## src/core/isu_consts.svh

```systemverilog
/*
 Offsets, field positions, reset values and compare masks of the
 integer subtract, trap and exclusive-or unit.
 Assumes byte addresses on an 8-bit APB address, one word per register.
*/
`ifndef ISU_CONSTS_SVH
`define ISU_CONSTS_SVH

`define ADDR_CTRL 8'h00
`define ADDR_LEFT 8'h04
`define ADDR_RIGHT 8'h08
`define ADDR_VALUE 8'h0C
`define ADDR_IMM 8'h10
`define ADDR_MASK 8'h14
`define ADDR_RESULT 8'h18
`define ADDR_FLAGS 8'h1C
`define ADDR_STATUS 8'h20
`define ADDR_IRQ_STAT 8'h24
`define ADDR_IRQ_EN 8'h28
`define ADDR_IRQ_CLR 8'h2C

`define CTRL_RC 4
`define CTRL_OE 5
`define FL_CA 0
`define FL_OV 1
`define FL_SO 2
`define FL_CR_LSB 4
`define IRQ_SYNC 0
`define IRQ_TRAP 1
`define IRQ_W 2

`define RST_WORD 32'h0000_0000
`define ALL_ONES 32'hFFFF_FFFF
`define TO_NEVER 5'h00
`define TO_EQ 5'h04
`define TO_LT 5'h10

`endif

```

## src/core/isu_pkg.sv

```systemverilog
/*
 Types of the integer subtract, trap and exclusive-or unit.
 Needs no constants header; the op and state codes are given here.
*/
package isu_pkg;

    typedef enum logic [3:0] {
        OP_NONE = 4'h0,
        OP_SUBFIC = 4'h1,
        OP_SUBFME = 4'h2,
        OP_SUBFZE = 4'h3,
        OP_SYNC = 4'h4,
        OP_TW = 4'h5,
        OP_TWI = 4'h6,
        OP_XOR = 4'h7,
        OP_XORI = 4'h8,
        OP_XORIS = 4'h9
    } op_t;

    typedef enum logic [1:0] {
        ST_IDLE = 2'b01,
        ST_DRAIN = 2'b10
    } state_t;

    typedef struct packed {
        logic [31:0] left;
        logic [31:0] right;
        logic [31:0] value;
        logic [15:0] imm;
        logic [4:0] mask;
        logic carry;
    } alu_in_t;

    typedef struct packed {
        logic [31:0] sum;
        logic carry;
        logic ovf;
        logic trap;
        logic [31:0] xres;
    } alu_out_t;

    typedef struct packed {
        logic [3:0] cr0;
        logic sticky;
        logic wrap;
        logic carry;
    } flags_t;

endpackage

```

## src/core/isu_alu.sv

```systemverilog
/*
 Combinational datapath: subtract sums, trap compare, exclusive-or.
 Assumes operands held stable by the register block around it.
*/
`timescale 1ns/10ps
`include "isu_consts.svh"
module isu_alu (
    // Operation and operands
    input wire isu_pkg::op_t op,
    input wire isu_pkg::alu_in_t din,
    // Results
    output isu_pkg::alu_out_t dout
);
    logic [31:0] signed_imm16;
    logic [31:0] addend;
    logic cin;
    logic [32:0] s;
    logic [31:0] cmpb;
    logic lt, gt, eq, ltu, gtu;

    always_comb begin
        signed_imm16 = {{16{din.imm[15]}}, din.imm};
        unique case (op)
            isu_pkg::OP_SUBFIC: begin
                addend = signed_imm16;
                cin = 1'b1;
            end
            isu_pkg::OP_SUBFME: begin
                addend = `ALL_ONES;
                cin = din.carry;
            end
            default: begin
                addend = `RST_WORD;
                cin = din.carry;
            end
        endcase
        // Carry is bit 32 of the three-operand sum
        s = {1'b0, ~din.left} + {1'b0, addend} + {32'h0000_0000, cin};
        dout.sum = s[31:0];
        dout.carry = s[32];
        dout.ovf = (~din.left[31] == addend[31]) && (s[31] != ~din.left[31]);
        // Immediate form compares against the sign-extended field
        cmpb = (op == isu_pkg::OP_TWI) ? signed_imm16 : din.right;
        lt = $signed(din.left) < $signed(cmpb);
        gt = $signed(din.left) > $signed(cmpb);
        eq = din.left == cmpb;
        ltu = din.left < cmpb;
        gtu = din.left > cmpb;
        // Mask MSB is the first condition, so 16 is less-than
        dout.trap = |(din.mask & {lt, gt, eq, ltu, gtu});
        unique case (op)
            isu_pkg::OP_XORI: dout.xres = din.value ^ {16'h0000, din.imm};
            isu_pkg::OP_XORIS: dout.xres = din.value ^ {din.imm, 16'h0000};
            default: dout.xres = din.value ^ din.right;
        endcase
    end

endmodule

```

## src/core/integer_subtract_trap_xor_unit.sv

```systemverilog
/*
 Integer subtract, trap-on-compare and exclusive-or unit with an
 ordering barrier, reached over APB.
 Assumes the sequencer reports in-flight and memory completion on
 pclk, and that a CTRL write issues one operation.
*/
// Overview of operation
// - Immediate subtract: not-left plus immediate plus one
// - Minus-one form: not-left plus carry minus one
// - Zero form: not-left plus carry
// - Record bit updates condition field from result on minus-one, zero and register xor forms
// - Overflow enable sets wrap and sticky flags on minus-one and zero forms
// - Barrier holds later issue until earlier complete
// - Barrier finishes after external accesses performed
// - Register trap compares with five masked conditions
// - Any true masked condition raises trap
// - Immediate trap compares with sign-extended immediate
// - Mask encodings: eq 4, lt 16, ne 24
// - Register xor writes into left register
// - Xor immediate, zero upper half, no flags
// - Xor shifted immediate, zero lower half, no flags
`timescale 1ns/10ps
`include "isu_consts.svh"
module integer_subtract_trap_xor_unit (
    // Clock and reset
    input wire logic pclk,
    input wire logic presetn,
    // APB slave
    input wire logic [7:0] paddr,
    input wire logic psel,
    input wire logic penable,
    input wire logic pwrite,
    input wire logic [31:0] pwdata,
    output logic [31:0] prdata,
    output logic pready,
    output logic pslverr,
    // Sequencer status
    input wire logic inflight_empty,
    input wire logic mem_performed,
    // Exception and interrupt
    output logic trap_req,
    output logic irq
);

    logic [31:0] left_r, left_nxt;
    logic [31:0] right_r, right_nxt;
    logic [31:0] value_r, value_nxt;
    logic [31:0] result_r, result_nxt;
    logic [15:0] imm_r, imm_nxt;
    logic [4:0] mask_r, mask_nxt;
    isu_pkg::flags_t flags_r, flags_nxt;
    isu_pkg::state_t state_r, state_nxt;
    logic [`IRQ_W-1:0] irq_stat_r, irq_stat_nxt;
    logic [`IRQ_W-1:0] irq_en_r, irq_en_nxt;
    logic [`IRQ_W-1:0] irq_set;
    logic trap_r, trap_nxt;
    logic [31:0] prdata_r, prdata_nxt;

    logic access, wr_ctrl, stall, wr_ok, issue, mapped;
    logic cur_rc, cur_oe, sub_ext, new_sticky;
    isu_pkg::op_t cur_op;
    isu_pkg::alu_in_t alu_in;
    isu_pkg::alu_out_t alu_out;

    // Bus decode
    assign access = psel && penable;
    assign wr_ctrl = access && pwrite && (paddr == `ADDR_CTRL);
    // Later operations wait at the bus while the barrier drains
    assign stall = wr_ctrl && (state_r == isu_pkg::ST_DRAIN);
    assign pready = !stall;
    assign wr_ok = access && pwrite && !stall;
    assign issue = wr_ctrl && !stall;
    assign cur_op = isu_pkg::op_t'(pwdata[3:0]);
    assign cur_rc = pwdata[`CTRL_RC];
    assign cur_oe = pwdata[`CTRL_OE];
    assign sub_ext = (cur_op == isu_pkg::OP_SUBFME) || (cur_op == isu_pkg::OP_SUBFZE);

    always_comb begin
        unique case (paddr)
            `ADDR_CTRL, `ADDR_LEFT, `ADDR_RIGHT, `ADDR_VALUE,
            `ADDR_IMM, `ADDR_MASK, `ADDR_RESULT, `ADDR_FLAGS,
            `ADDR_STATUS, `ADDR_IRQ_STAT, `ADDR_IRQ_EN, `ADDR_IRQ_CLR: mapped = 1'b1;
            default: mapped = 1'b0;
        endcase
    end
    assign pslverr = access && !mapped;

    assign alu_in = '{left: left_r, right: right_r, value: value_r,
                      imm: imm_r, mask: mask_r, carry: flags_r.carry};

    isu_alu u_alu (
        .op(cur_op),
        .din(alu_in),
        .dout(alu_out)
    );

    // Operand file, result and flags
    always_comb begin
        left_nxt = left_r;
        right_nxt = right_r;
        value_nxt = value_r;
        imm_nxt = imm_r;
        mask_nxt = mask_r;
        result_nxt = result_r;
        flags_nxt = flags_r;
        new_sticky = flags_r.sticky;
        if (wr_ok && mapped) begin
            unique case (paddr)
                `ADDR_LEFT: left_nxt = pwdata;
                `ADDR_RIGHT: right_nxt = pwdata;
                `ADDR_VALUE: value_nxt = pwdata;
                `ADDR_IMM: imm_nxt = pwdata[15:0];
                `ADDR_MASK: mask_nxt = pwdata[4:0];
                `ADDR_FLAGS: begin
                    flags_nxt.carry = pwdata[`FL_CA];
                    flags_nxt.wrap = pwdata[`FL_OV];
                    flags_nxt.sticky = pwdata[`FL_SO];
                    flags_nxt.cr0 = pwdata[`FL_CR_LSB+3:`FL_CR_LSB];
                end
                default: ;
            endcase
        end
        if (issue) begin
            unique case (cur_op)
                isu_pkg::OP_SUBFIC: begin
                    result_nxt = alu_out.sum;
                    flags_nxt.carry = alu_out.carry;
                end
                isu_pkg::OP_SUBFME, isu_pkg::OP_SUBFZE: begin
                    result_nxt = alu_out.sum;
                    flags_nxt.carry = alu_out.carry;
                    if (cur_oe) begin
                        // Wrap follows this result; sticky only ever sets
                        flags_nxt.wrap = alu_out.ovf;
                        new_sticky = flags_r.sticky | alu_out.ovf;
                        flags_nxt.sticky = new_sticky;
                    end
                    if (cur_rc) begin
                        flags_nxt.cr0 = {alu_out.sum[31],
                                         !alu_out.sum[31] && (alu_out.sum != `RST_WORD),
                                         alu_out.sum == `RST_WORD, new_sticky};
                    end
                end
                isu_pkg::OP_XOR: begin
                    left_nxt = alu_out.xres;
                    if (cur_rc) begin
                        flags_nxt.cr0 = {alu_out.xres[31],
                                         !alu_out.xres[31] && (alu_out.xres != `RST_WORD),
                                         alu_out.xres == `RST_WORD, flags_r.sticky};
                    end
                end
                isu_pkg::OP_XORI, isu_pkg::OP_XORIS: begin
                    left_nxt = alu_out.xres;
                end
                // Traps and the barrier leave the operand file alone
                default: ;
            endcase
        end
    end

    always_ff @(posedge pclk or negedge presetn) begin
        if (!presetn) begin
            left_r <= `RST_WORD;
            right_r <= `RST_WORD;
            value_r <= `RST_WORD;
            result_r <= `RST_WORD;
            imm_r <= 16'h0000;
            mask_r <= `TO_NEVER;
            flags_r <= '0;
        end else begin
            left_r <= left_nxt;
            right_r <= right_nxt;
            value_r <= value_nxt;
            result_r <= result_nxt;
            imm_r <= imm_nxt;
            mask_r <= mask_nxt;
            flags_r <= flags_nxt;
        end
    end

    // Barrier, trap, interrupts and read data
    always_comb begin
        state_nxt = state_r;
        irq_set = '0;
        unique case (state_r)
            isu_pkg::ST_IDLE: begin
                if (issue && cur_op == isu_pkg::OP_SYNC) begin
                    state_nxt = isu_pkg::ST_DRAIN;
                end
            end
            isu_pkg::ST_DRAIN: begin
                // Done only once memory traffic is performed
                if (inflight_empty && mem_performed) begin
                    state_nxt = isu_pkg::ST_IDLE;
                    irq_set[`IRQ_SYNC] = 1'b1;
                end
            end
        endcase
        trap_nxt = issue && alu_out.trap &&
                   (cur_op == isu_pkg::OP_TW || cur_op == isu_pkg::OP_TWI);
        irq_set[`IRQ_TRAP] = trap_nxt;
        irq_stat_nxt = irq_stat_r;
        if (wr_ok && paddr == `ADDR_IRQ_CLR) begin
            irq_stat_nxt = irq_stat_r & ~pwdata[`IRQ_W-1:0];
        end
        // A new event wins over a clear in the same cycle
        irq_stat_nxt = irq_stat_nxt | irq_set;
        irq_en_nxt = irq_en_r;
        if (wr_ok && paddr == `ADDR_IRQ_EN) begin
            irq_en_nxt = pwdata[`IRQ_W-1:0];
        end
        // Read data is captured in the setup cycle so it comes from a flop
        prdata_nxt = prdata_r;
        if (psel && !penable && !pwrite) begin
            unique case (paddr)
                `ADDR_LEFT: prdata_nxt = left_r;
                `ADDR_RIGHT: prdata_nxt = right_r;
                `ADDR_VALUE: prdata_nxt = value_r;
                `ADDR_IMM: prdata_nxt = {16'h0000, imm_r};
                `ADDR_MASK: prdata_nxt = {27'h0000000, mask_r};
                `ADDR_RESULT: prdata_nxt = result_r;
                `ADDR_FLAGS: prdata_nxt = {24'h000000, flags_r.cr0, 1'b0,
                                           flags_r.sticky, flags_r.wrap, flags_r.carry};
                `ADDR_STATUS: prdata_nxt = {31'h00000000, state_r == isu_pkg::ST_DRAIN};
                `ADDR_IRQ_STAT: prdata_nxt = {30'h00000000, irq_stat_r};
                `ADDR_IRQ_EN: prdata_nxt = {30'h00000000, irq_en_r};
                default: prdata_nxt = `RST_WORD;
            endcase
        end
    end

    always_ff @(posedge pclk or negedge presetn) begin
        if (!presetn) begin
            state_r <= isu_pkg::ST_IDLE;
            trap_r <= 1'b0;
            irq_stat_r <= '0;
            irq_en_r <= '0;
            prdata_r <= `RST_WORD;
        end else begin
            state_r <= state_nxt;
            trap_r <= trap_nxt;
            irq_stat_r <= irq_stat_nxt;
            irq_en_r <= irq_en_nxt;
            prdata_r <= prdata_nxt;
        end
    end

    assign prdata = prdata_r;
    assign trap_req = trap_r;
    assign irq = |(irq_stat_r & irq_en_r);

    logic [32:0] ref_ic;
    assign ref_ic = {1'b0, ~left_r} + {1'b0, {16{imm_r[15]}}, imm_r} + 33'h000000001;
endmodule

```

## config.mk

```make
export PLATFORM = sky130hd
export DESIGN_NAME = integer_subtract_trap_xor_unit
export DESIGN_NICKNAME = d
export VERILOG_FILES = /design/src/core/isu_pkg.sv /design/src/core/isu_alu.sv /design/src/core/integer_subtract_trap_xor_unit.sv
export VERILOG_INCLUDE_DIRS = /design/src /design/src/core
export SDC_FILE = /design/constraint.sdc
export NUM_CORES = 1
export LEC_CHECK = 0
export ABC_CLOCK_PERIOD_IN_PS = 6600
export BUFFER_PORTS_ARGS = -buffer_cell sky130_fd_sc_hd__buf_2
export CELL_PAD_IN_SITES_DETAIL_PLACEMENT = 1
export CELL_PAD_IN_SITES_GLOBAL_PLACEMENT = 1
export CORE_MARGIN = 2
export CORE_UTILIZATION = 52
export CTS_CLUSTER_SIZE = 24
export DETAILED_ROUTE_END_ITERATION = 10
export HOLD_SLACK_MARGIN = 0.05
export PLACE_DENSITY = 0.88
export SLEW_MARGIN = 20
export SYNTH_ARGS = -nofsm -noshare
export SYNTH_HDL_FRONTEND = slang
export SYNTH_SLANG_ARGS = --single-unit
export TNS_END_PERCENT = 50
```

## constraint.sdc

```tcl
create_clock -name pclk -period 6.6 [get_ports pclk]
set_input_delay 0.66 -clock pclk [delete_from_list [all_inputs] [get_ports pclk]]
set_output_delay 0.66 -clock pclk [all_outputs]
set_load 0.01 [all_outputs]
```

==> flow_metrics.tcl, run 1 <==
set metrics [dict create \
    synth_largest_area_cell "dfrtp_1" \
    powerDensity_nw_per_um2 196 \
    grt_overflow_total 0 \
    layout_commonest_cell "dfrtp_1" \
    worstSetupStartpoint "pwdata[0]" \
    synth_seq_area_share 0.395 \
    fill_cells 2685 \
    cts_max_path_buffers 2 \
    synth.avg_cell_area_um2 9.77 \
    syn_nets 1359 \
    fp.coreArea_um2 23400 \
    num_rows 56 \
    cp.arrival_ns 5.36 \
    dp_hpwl_mm 31.1 \
    n_antenna_cell 0 \
    ctsHoldBuffers 0 \
    port_buffers 82 \
    cts_buffers 17 \
    drt_wl_total_mm 44.4 \
    vias 11300 \
    yosysUniqueCellTypes 83 \
    cts-root-buf "clkbuf_16" \
    cts.clk_slew.worst_paths_ns 0.09 \
    finalWeightedCongestion 1.04 \
    crit_fanout 37 \
    vdd_drop_max_v 0.000135 \
    tritoncts "yes" \
    drt_first_iter_violations 1071 \
    hold_viol 0 \
    fin_crit_sh 0.762 \
    power.leakage_nw 6.33 \
    antenna_found_initial 1 \
    r2r-start "imm_r[1]" \
    syn_area_um2 12300 \
    design_area_um2 13600 \
    netlist.area_leader.share 0.393 \
    hp-class "input port to asynchronous set/reset pin" \
    maxCapViolations 0 \
    crit_type "input port to flip-flop" \
    worst_pin_slew_ns 1.00 \
    grt_max_degree 96 \
    postCtsResizedCells 0 \
    cts_setup_buffers 0 \
    regArea_um2 4880 \
    final_net_count 1398 \
    cp-endpoint "flags_r[5]" \
    multi_input_area_um2 7090 \
    initial_utilization 0.528 \
    fp.dieH_um 158 \
    slew_headroom 0.328 \
    synthFlopType "dfrtp_1" \
    start_kind "input port" \
    finalMaxSlewViolations 0 \
    critPathRequiredTime_ns 6.94 \
    drc 0 \
    layout_min_cycle_time_ns 5.03 \
    wire_per_inst_um 27.2 \
    fmax_ghz 0.199 \
    r2r_slack_ns 2.31 \
    timing.rr.end "flags_r[4]" \
    synth_edf_count 0 \
    setup_tns_ns 0 \
    status "finished clean" \
    cts_sinks 195 \
    die_area_um2 25000 \
    grt_pass1_wl_mm 68.6 \
    dpl_cell_area_um2 13000 \
    finalSetupViolations 0 \
    drive_above_1_share 0.211 \
    end_kind "flip-flop" \
    grt_pass1_vias 11800 \
    worstSkewPairLatency_ns 0.46 \
    final_cell_mix "194 x dfrtp_1, 106 x mux2_2, 98 x a21oi_1" \
    ios 83 \
    r2r_cells 13 \
    vias_per_cell 6.89 \
    drtPass1Iterations 7 \
    yosys_register_bits 195 \
    htreeDepth 4 \
    ant_nets 0 \
    synth_area_leaders "dfrtp_1 39%, mux2_2 9.7%, ha_1 4.7%, mux2i_1 4.4%, a21oi_1 4.0%" \
    grt_use_total 0.362 \
    die_x_um 158 \
    async_reset_ff_frac 1.00 \
    synthToLayoutAreaGrowth_pct 10.3 \
    syn_inst 1264 \
    yosysWarnings 0 \
    finClkSkew_ns 0.0146 \
    grt_setup_unrepaired "no" \
]
cell usage after synthesis (all sizes together), types with 7 or more instances:
cell      n
a222oi   11
nor3     24
mux2    106
o21ai    38
a22o      7
clkbuf   68
nand3    21
a221oi    9
nor2b     9
inv      26
a31oi    36
dfrtp   194
mux2i    54
nand2    62
and3     30
ha       46
a211oi    7
xnor2    54
buf      17
a21o     27
a22oi    61
or3       9
xor2     14
a21oi    99
nor2    102
nand4    16
nor4     20
nor3b     8
final cells by class:
class,count,share of cell area
Clock buffer,17,0.0312
Sequential cell,195,0.358
Tap cell,319,0.0293
Clock inverter,15,0.0103
Inverter,26,0.00716
Multi-Input combinational cell,958,0.520
Timing Repair Buffer,105,0.0434
how the worst min path moves through the flow:
stage | depth (start not counted) | end | startpoint
2_1_floorplan | 0 | alu_in[0] | presetn
3_3_place_gp | 2 | result_r[5] | result_r[5]
3_5_place_dp | 1 | state_r[0] | state_r[1]
4_1_cts | 1 | state_r[1] | presetn
5_1_grt | 1 | state_r[1] | presetn
6_report | 1 | state_r[1] | presetn
state kept, by name, indices dropped and copies added (netlist names):
signal / flops
alu_in: 1
flags_r: 6
imm_r: 16
irq_en_r: 2
irq_stat_r: 2
left_r: 32
mask_r: 5
prdata: 32
result_r: 32
right_r: 32
state_r: 2
trap_req: 1
value_r: 32
cell families (layout without fill, tap and decap cells):
| logic type | count (synthesis) | after routing | synth area share |
|---|---|---|---|
| flip-flops | 195 | 195 | 0.395 |
| adder cells (fa/ha/maj) | 49 | 49 | 0.0507 |
| AND/OR/NAND/NOR | 338 | 338 | 0.141 |
| buffers and inverters | 111 | 163 | 0.0357 |
| AO/OA/AOI/OAI | 342 | 342 | 0.187 |
| XOR/XNOR | 68 | 68 | 0.0482 |
| multiplexers | 161 | 161 | 0.142 |
stage by stage:
step | utilization | cells | power [W] | hold WS, ns | setup slack [ns]
after CTS | 0.582 | 1635 | 0.00267 | 0.314 | 1.71
after floorplan | - | 1264 | 0.00148 | 0.364 | 1.56
after global placement | 0.557 | 1603 | 0.00162 | 0.469 | 1.44
after detailed placement | 0.557 | 1603 | 0.00163 | 0.479 | 1.32
final | 0.582 | 1635 | 0.00266 | 0.271 | 1.57
after global routing | 0.582 | 1635 | 0.00275 | 0.336 | 1.32
per-layer routing:
| metal | track usage | up-vias | routed length, um |
|---|---|---|---|
| met3 | 0.0698 | 156 | 3170 |
| met2 | 0.600 | 569 | 21100 |
| met1 | 0.462 | 5731 | 18300 |
| met4 | 0.157 | 2 | 1830 |
| li1 | - | 4801 | - |
| met5 | 0 | - | 11 |
report_power, final:
part,switching [W],internal [W],total [W]
Combinational,0.000235,0.000132,0.000367
Clock,0.000544,0.000503,0.00105
Sequential,0.0000220,0.00123,0.00125
Total,0.000801,0.00186,0.00266
critical path, stage by stage:
cell and delay [ns]:
buf_2 0.54, nand2b_1 0.15, nor3_1 0.20, buf_4 0.28
a21o_1 0.19, fa_1 0.21, inv_1 0.07, fa_1 0.46
nor2b_4 0.15, o2111ai_1 0.22, a21oi_1 0.29, o21ai_1 0.20
o31ai_2 0.51, xor2_1 0.20, or4_1 0.50, mux2i_1 0.13
and4b_1 0.28, o211ai_1 0.10
(Power assumes the default switching activity.)
==> inputs of run 2 (changes only) <==
--- a/config.mk
+++ b/config.mk
@@ -6,16 +6,17 @@
 export SDC_FILE = /design/constraint.sdc
 export NUM_CORES = 1
 export LEC_CHECK = 0
-export ABC_CLOCK_PERIOD_IN_PS = 6600
+export ABC_AREA = 1
+export ABC_CLOCK_PERIOD_IN_PS = 5000
 export BUFFER_PORTS_ARGS = -buffer_cell sky130_fd_sc_hd__buf_2
 export CELL_PAD_IN_SITES_DETAIL_PLACEMENT = 1
 export CELL_PAD_IN_SITES_GLOBAL_PLACEMENT = 1
 export CORE_MARGIN = 2
-export CORE_UTILIZATION = 52
+export CORE_UTILIZATION = 45
 export CTS_CLUSTER_SIZE = 24
 export DETAILED_ROUTE_END_ITERATION = 10
 export HOLD_SLACK_MARGIN = 0.05
-export PLACE_DENSITY = 0.88
+export PLACE_DENSITY = 0.83
 export SLEW_MARGIN = 20
 export SYNTH_ARGS = -nofsm -noshare
 export SYNTH_HDL_FRONTEND = slang
==> constraint.sdc (replaced) <==
create_clock -name pclk -period 5 [get_ports pclk]
set_input_delay 0.5 -clock pclk [delete_from_list [all_inputs] [get_ports pclk]]
set_output_delay 0.5 -clock pclk [all_outputs]
set_load 0.01 [all_outputs]
==> flow_metrics.tcl, run 2 <==
set metrics [dict create \
    port_buffers 82 \
    fp.dieH_um 174 \
    layout_commonest_cell "nand2_1" \
    finalSetupViolations 0 \
    synthToLayoutAreaGrowth_pct 10.9 \
    yosysWarnings 0 \
    slew_headroom 0.293 \
    fp.coreArea_um2 28600 \
    grt_pass1_vias 13600 \
    critPathBufInv 3 \
    crit_type "input port to flip-flop" \
    drt_wl_total_mm 54.8 \
    cp_common_cell "nand2_1" \
    die_area_um2 30300 \
    htreeDepth 4 \
    yosys_register_bits 195 \
    syn_area_um2 13000 \
    vias 13700 \
    final_net_count 1979 \
    synth_seq_area_share 0.375 \
    grt_overflow_total 0 \
    worst_pin_slew_ns 1.06 \
    cts-root-buf "clkbuf_16" \
    yosysUniqueCellTypes 52 \
    vias_per_cell 5.99 \
    layout_min_cycle_time_ns 3.96 \
    design_area_um2 14400 \
    vdd_drop_max_v 0.000231 \
    critPathRequiredTime_ns 5.36 \
    netlist.area_leader.share 0.373 \
    wire_per_inst_um 24.1 \
    cts_max_path_buffers 2 \
    drtPass1Iterations 5 \
    finalWeightedCongestion 1.01 \
    ctsHoldBuffers 0 \
    syn_nets 1922 \
    synth_edf_count 0 \
    drc 0 \
    ant_nets 0 \
    tritoncts "yes" \
    cts.clk_slew.worst_paths_ns 0.09 \
    die_x_um 174 \
    ios 83 \
    fmax_ghz 0.252 \
    postCtsResizedCells 0 \
    crit_path_top_delay_cell "fa_1" \
    critical-path-max-stage-delay_ns 0.40 \
    dp_hpwl_mm 41.6 \
    power.leakage_nw 7.20 \
    drt_first_iter_violations 1484 \
    dpl_cell_area_um2 13800 \
    synth.avg_cell_area_um2 7.13 \
    num_rows 62 \
    antenna_found_initial 1 \
    grt_max_degree 115 \
    status "finished clean" \
    maxCapViolations 0 \
    start_kind "input port" \
    fin_crit_sh 0.793 \
    crit_fanout 16 \
    cp.arrival_ns 4.33 \
    finClkSkew_ns 0.0169 \
    cp_top_family "simple AND/OR/NAND/NOR gates" \
    dp_slack_ns 0.622 \
    synthFlopType "dfrtp_1" \
    end_kind "flip-flop" \
    yosysMostFrequentCell "nand2_1" \
    synth_largest_area_cell "dfrtp_1" \
    cts_setup_buffers 0 \
    n_antenna_cell 0 \
    crit_chain "buf_2, nor2_2, nand2_1, o21ai_0, fa_1, inv_1, fa_1, inv_1, nand3_1, nand2_1, nand2_1, nand2_1, nand2_1, nand2_1, nor3b_1, o21bai_1, nand2_1, nand3_1, nor2_1, nand3_1, nand2_1, nand2_1, nand2_1, nand2_1" \
    setup_tns_ns 0 \
    syn_inst 1827 \
    async_reset_ff_frac 1.00 \
    initial_utilization 0.455 \
    setup_slack_ns 1.04 \
    powerDensity_nw_per_um2 227 \
    cts_buffers 17 \
    final_cell_mix "508 x nand2_1, 262 x o21ai_0, 223 x inv_1" \
    worstSkewPairLatency_ns 0.48 \
    grt_setup_unrepaired "no" \
    drive_above_1_share 0.110 \
    grt_pass1_wl_mm 83.2 \
    hp-class "input port to asynchronous set/reset pin" \
    grt_use_total 0.364 \
    cts_sinks 195 \
    synth_area_leaders "dfrtp_1 37%, nand2_1 15%, o21ai_0 10%, inv_1 6.4%, ha_1 4.4%" \
    finalMaxSlewViolations 0 \
    hold_viol 0 \
    synthTopCellsByCount "511 x nand2_1, 262 x o21ai_0, 223 x inv_1, 194 x dfrtp_1, 106 x nor2_1" \
]
## run 2: cell types whose count changed after synthesis, moves of 26 or more
cell     change
a22oi_1     -61
a21oi_1     -62
inv_1      +197
mux2_2     -106
and3_1      -28
xnor2_1     -46
o21ai_0    +238
nand2_1    +450
a21o_1      -26
nand3_1     +59
o22ai_1     +39
mux2i_1     -47
## run 2: path summary, 6_finish.rpt
| path | slack, ns | depth (start not counted) | to | start |
|---|---|---|---|---|
| worst max-delay path | 1.04 | 24 | flags_r[5] | pwdata[2] |
| worst min-delay path | 0.1 | 1 | state_r[1] | presetn |
| worst max register to register | 1.47 | 22 | flags_r[5] | imm_r[0] |
| worst min register to register | 0.47 | 2 | prdata[18] | prdata[18] |
| max in group asynchronous | 3.53 | 2 | right_r[23] | presetn |
| min in group pclk | 0.30 | 3 | left_r[25] | pwdata[25] |
## run 2: final cells by class
cell class,instances,area [um2]
Multi-Input combinational cell,1328,6980
Timing Repair Buffer,108,627
Sequential cell,195,4880
Fill cell,3709,14200
Clock buffer,17,425
Tap cell,384,480
Inverter,234,878
Clock inverter,14,161
## run 2: cells by family (layout without fill, tap and decap cells)
group / Yosys count / count (layout) / synth area share
AND/OR/NAND/NOR: 798 / 798 / 0.264
AO/OA/AOI/OAI: 436 / 436 / 0.191
buffers and inverters: 304 / 373 / 0.0915
flip-flops: 195 / 195 / 0.375
adder cells (fa/ha/maj): 48 / 48 / 0.0473
XOR/XNOR: 39 / 39 / 0.0262
multiplexers: 7 / 7 / 0.00538
## run 2: routing by layer
| layer | vias to the layer above | global-route usage | part of all wire |
|---|---|---|---|
| li1 | 6179 | - | - |
| met1 | 6811 | 0.532 | 0.45 |
| met2 | 592 | 0.541 | 0.43 |
| met3 | 78 | 0.0820 | 0.092 |
| met4 | 2 | 0.100 | 0.025 |
| met5 | - | 0 | 0.00029 |
## run 2: metrics by stage
stage	power (W)	utilization	hold WS (ns)	instances
floorplan	0.00174	-	0.204	1827
global placement	0.00185	0.483	0.459	2249
detailed placement	0.00186	0.483	0.461	2249
CTS	0.00328	0.504	0.205	2280
global route	0.00336	0.504	0.221	2280
finish	0.00328	0.504	0.0958	2280
## run 2: power breakdown
group / internal (W) / switching (W)
sequential: 0.00158 / 0.00000564
combinational: 0.0000640 / 0.000181
clock: 0.000672 / 0.000773
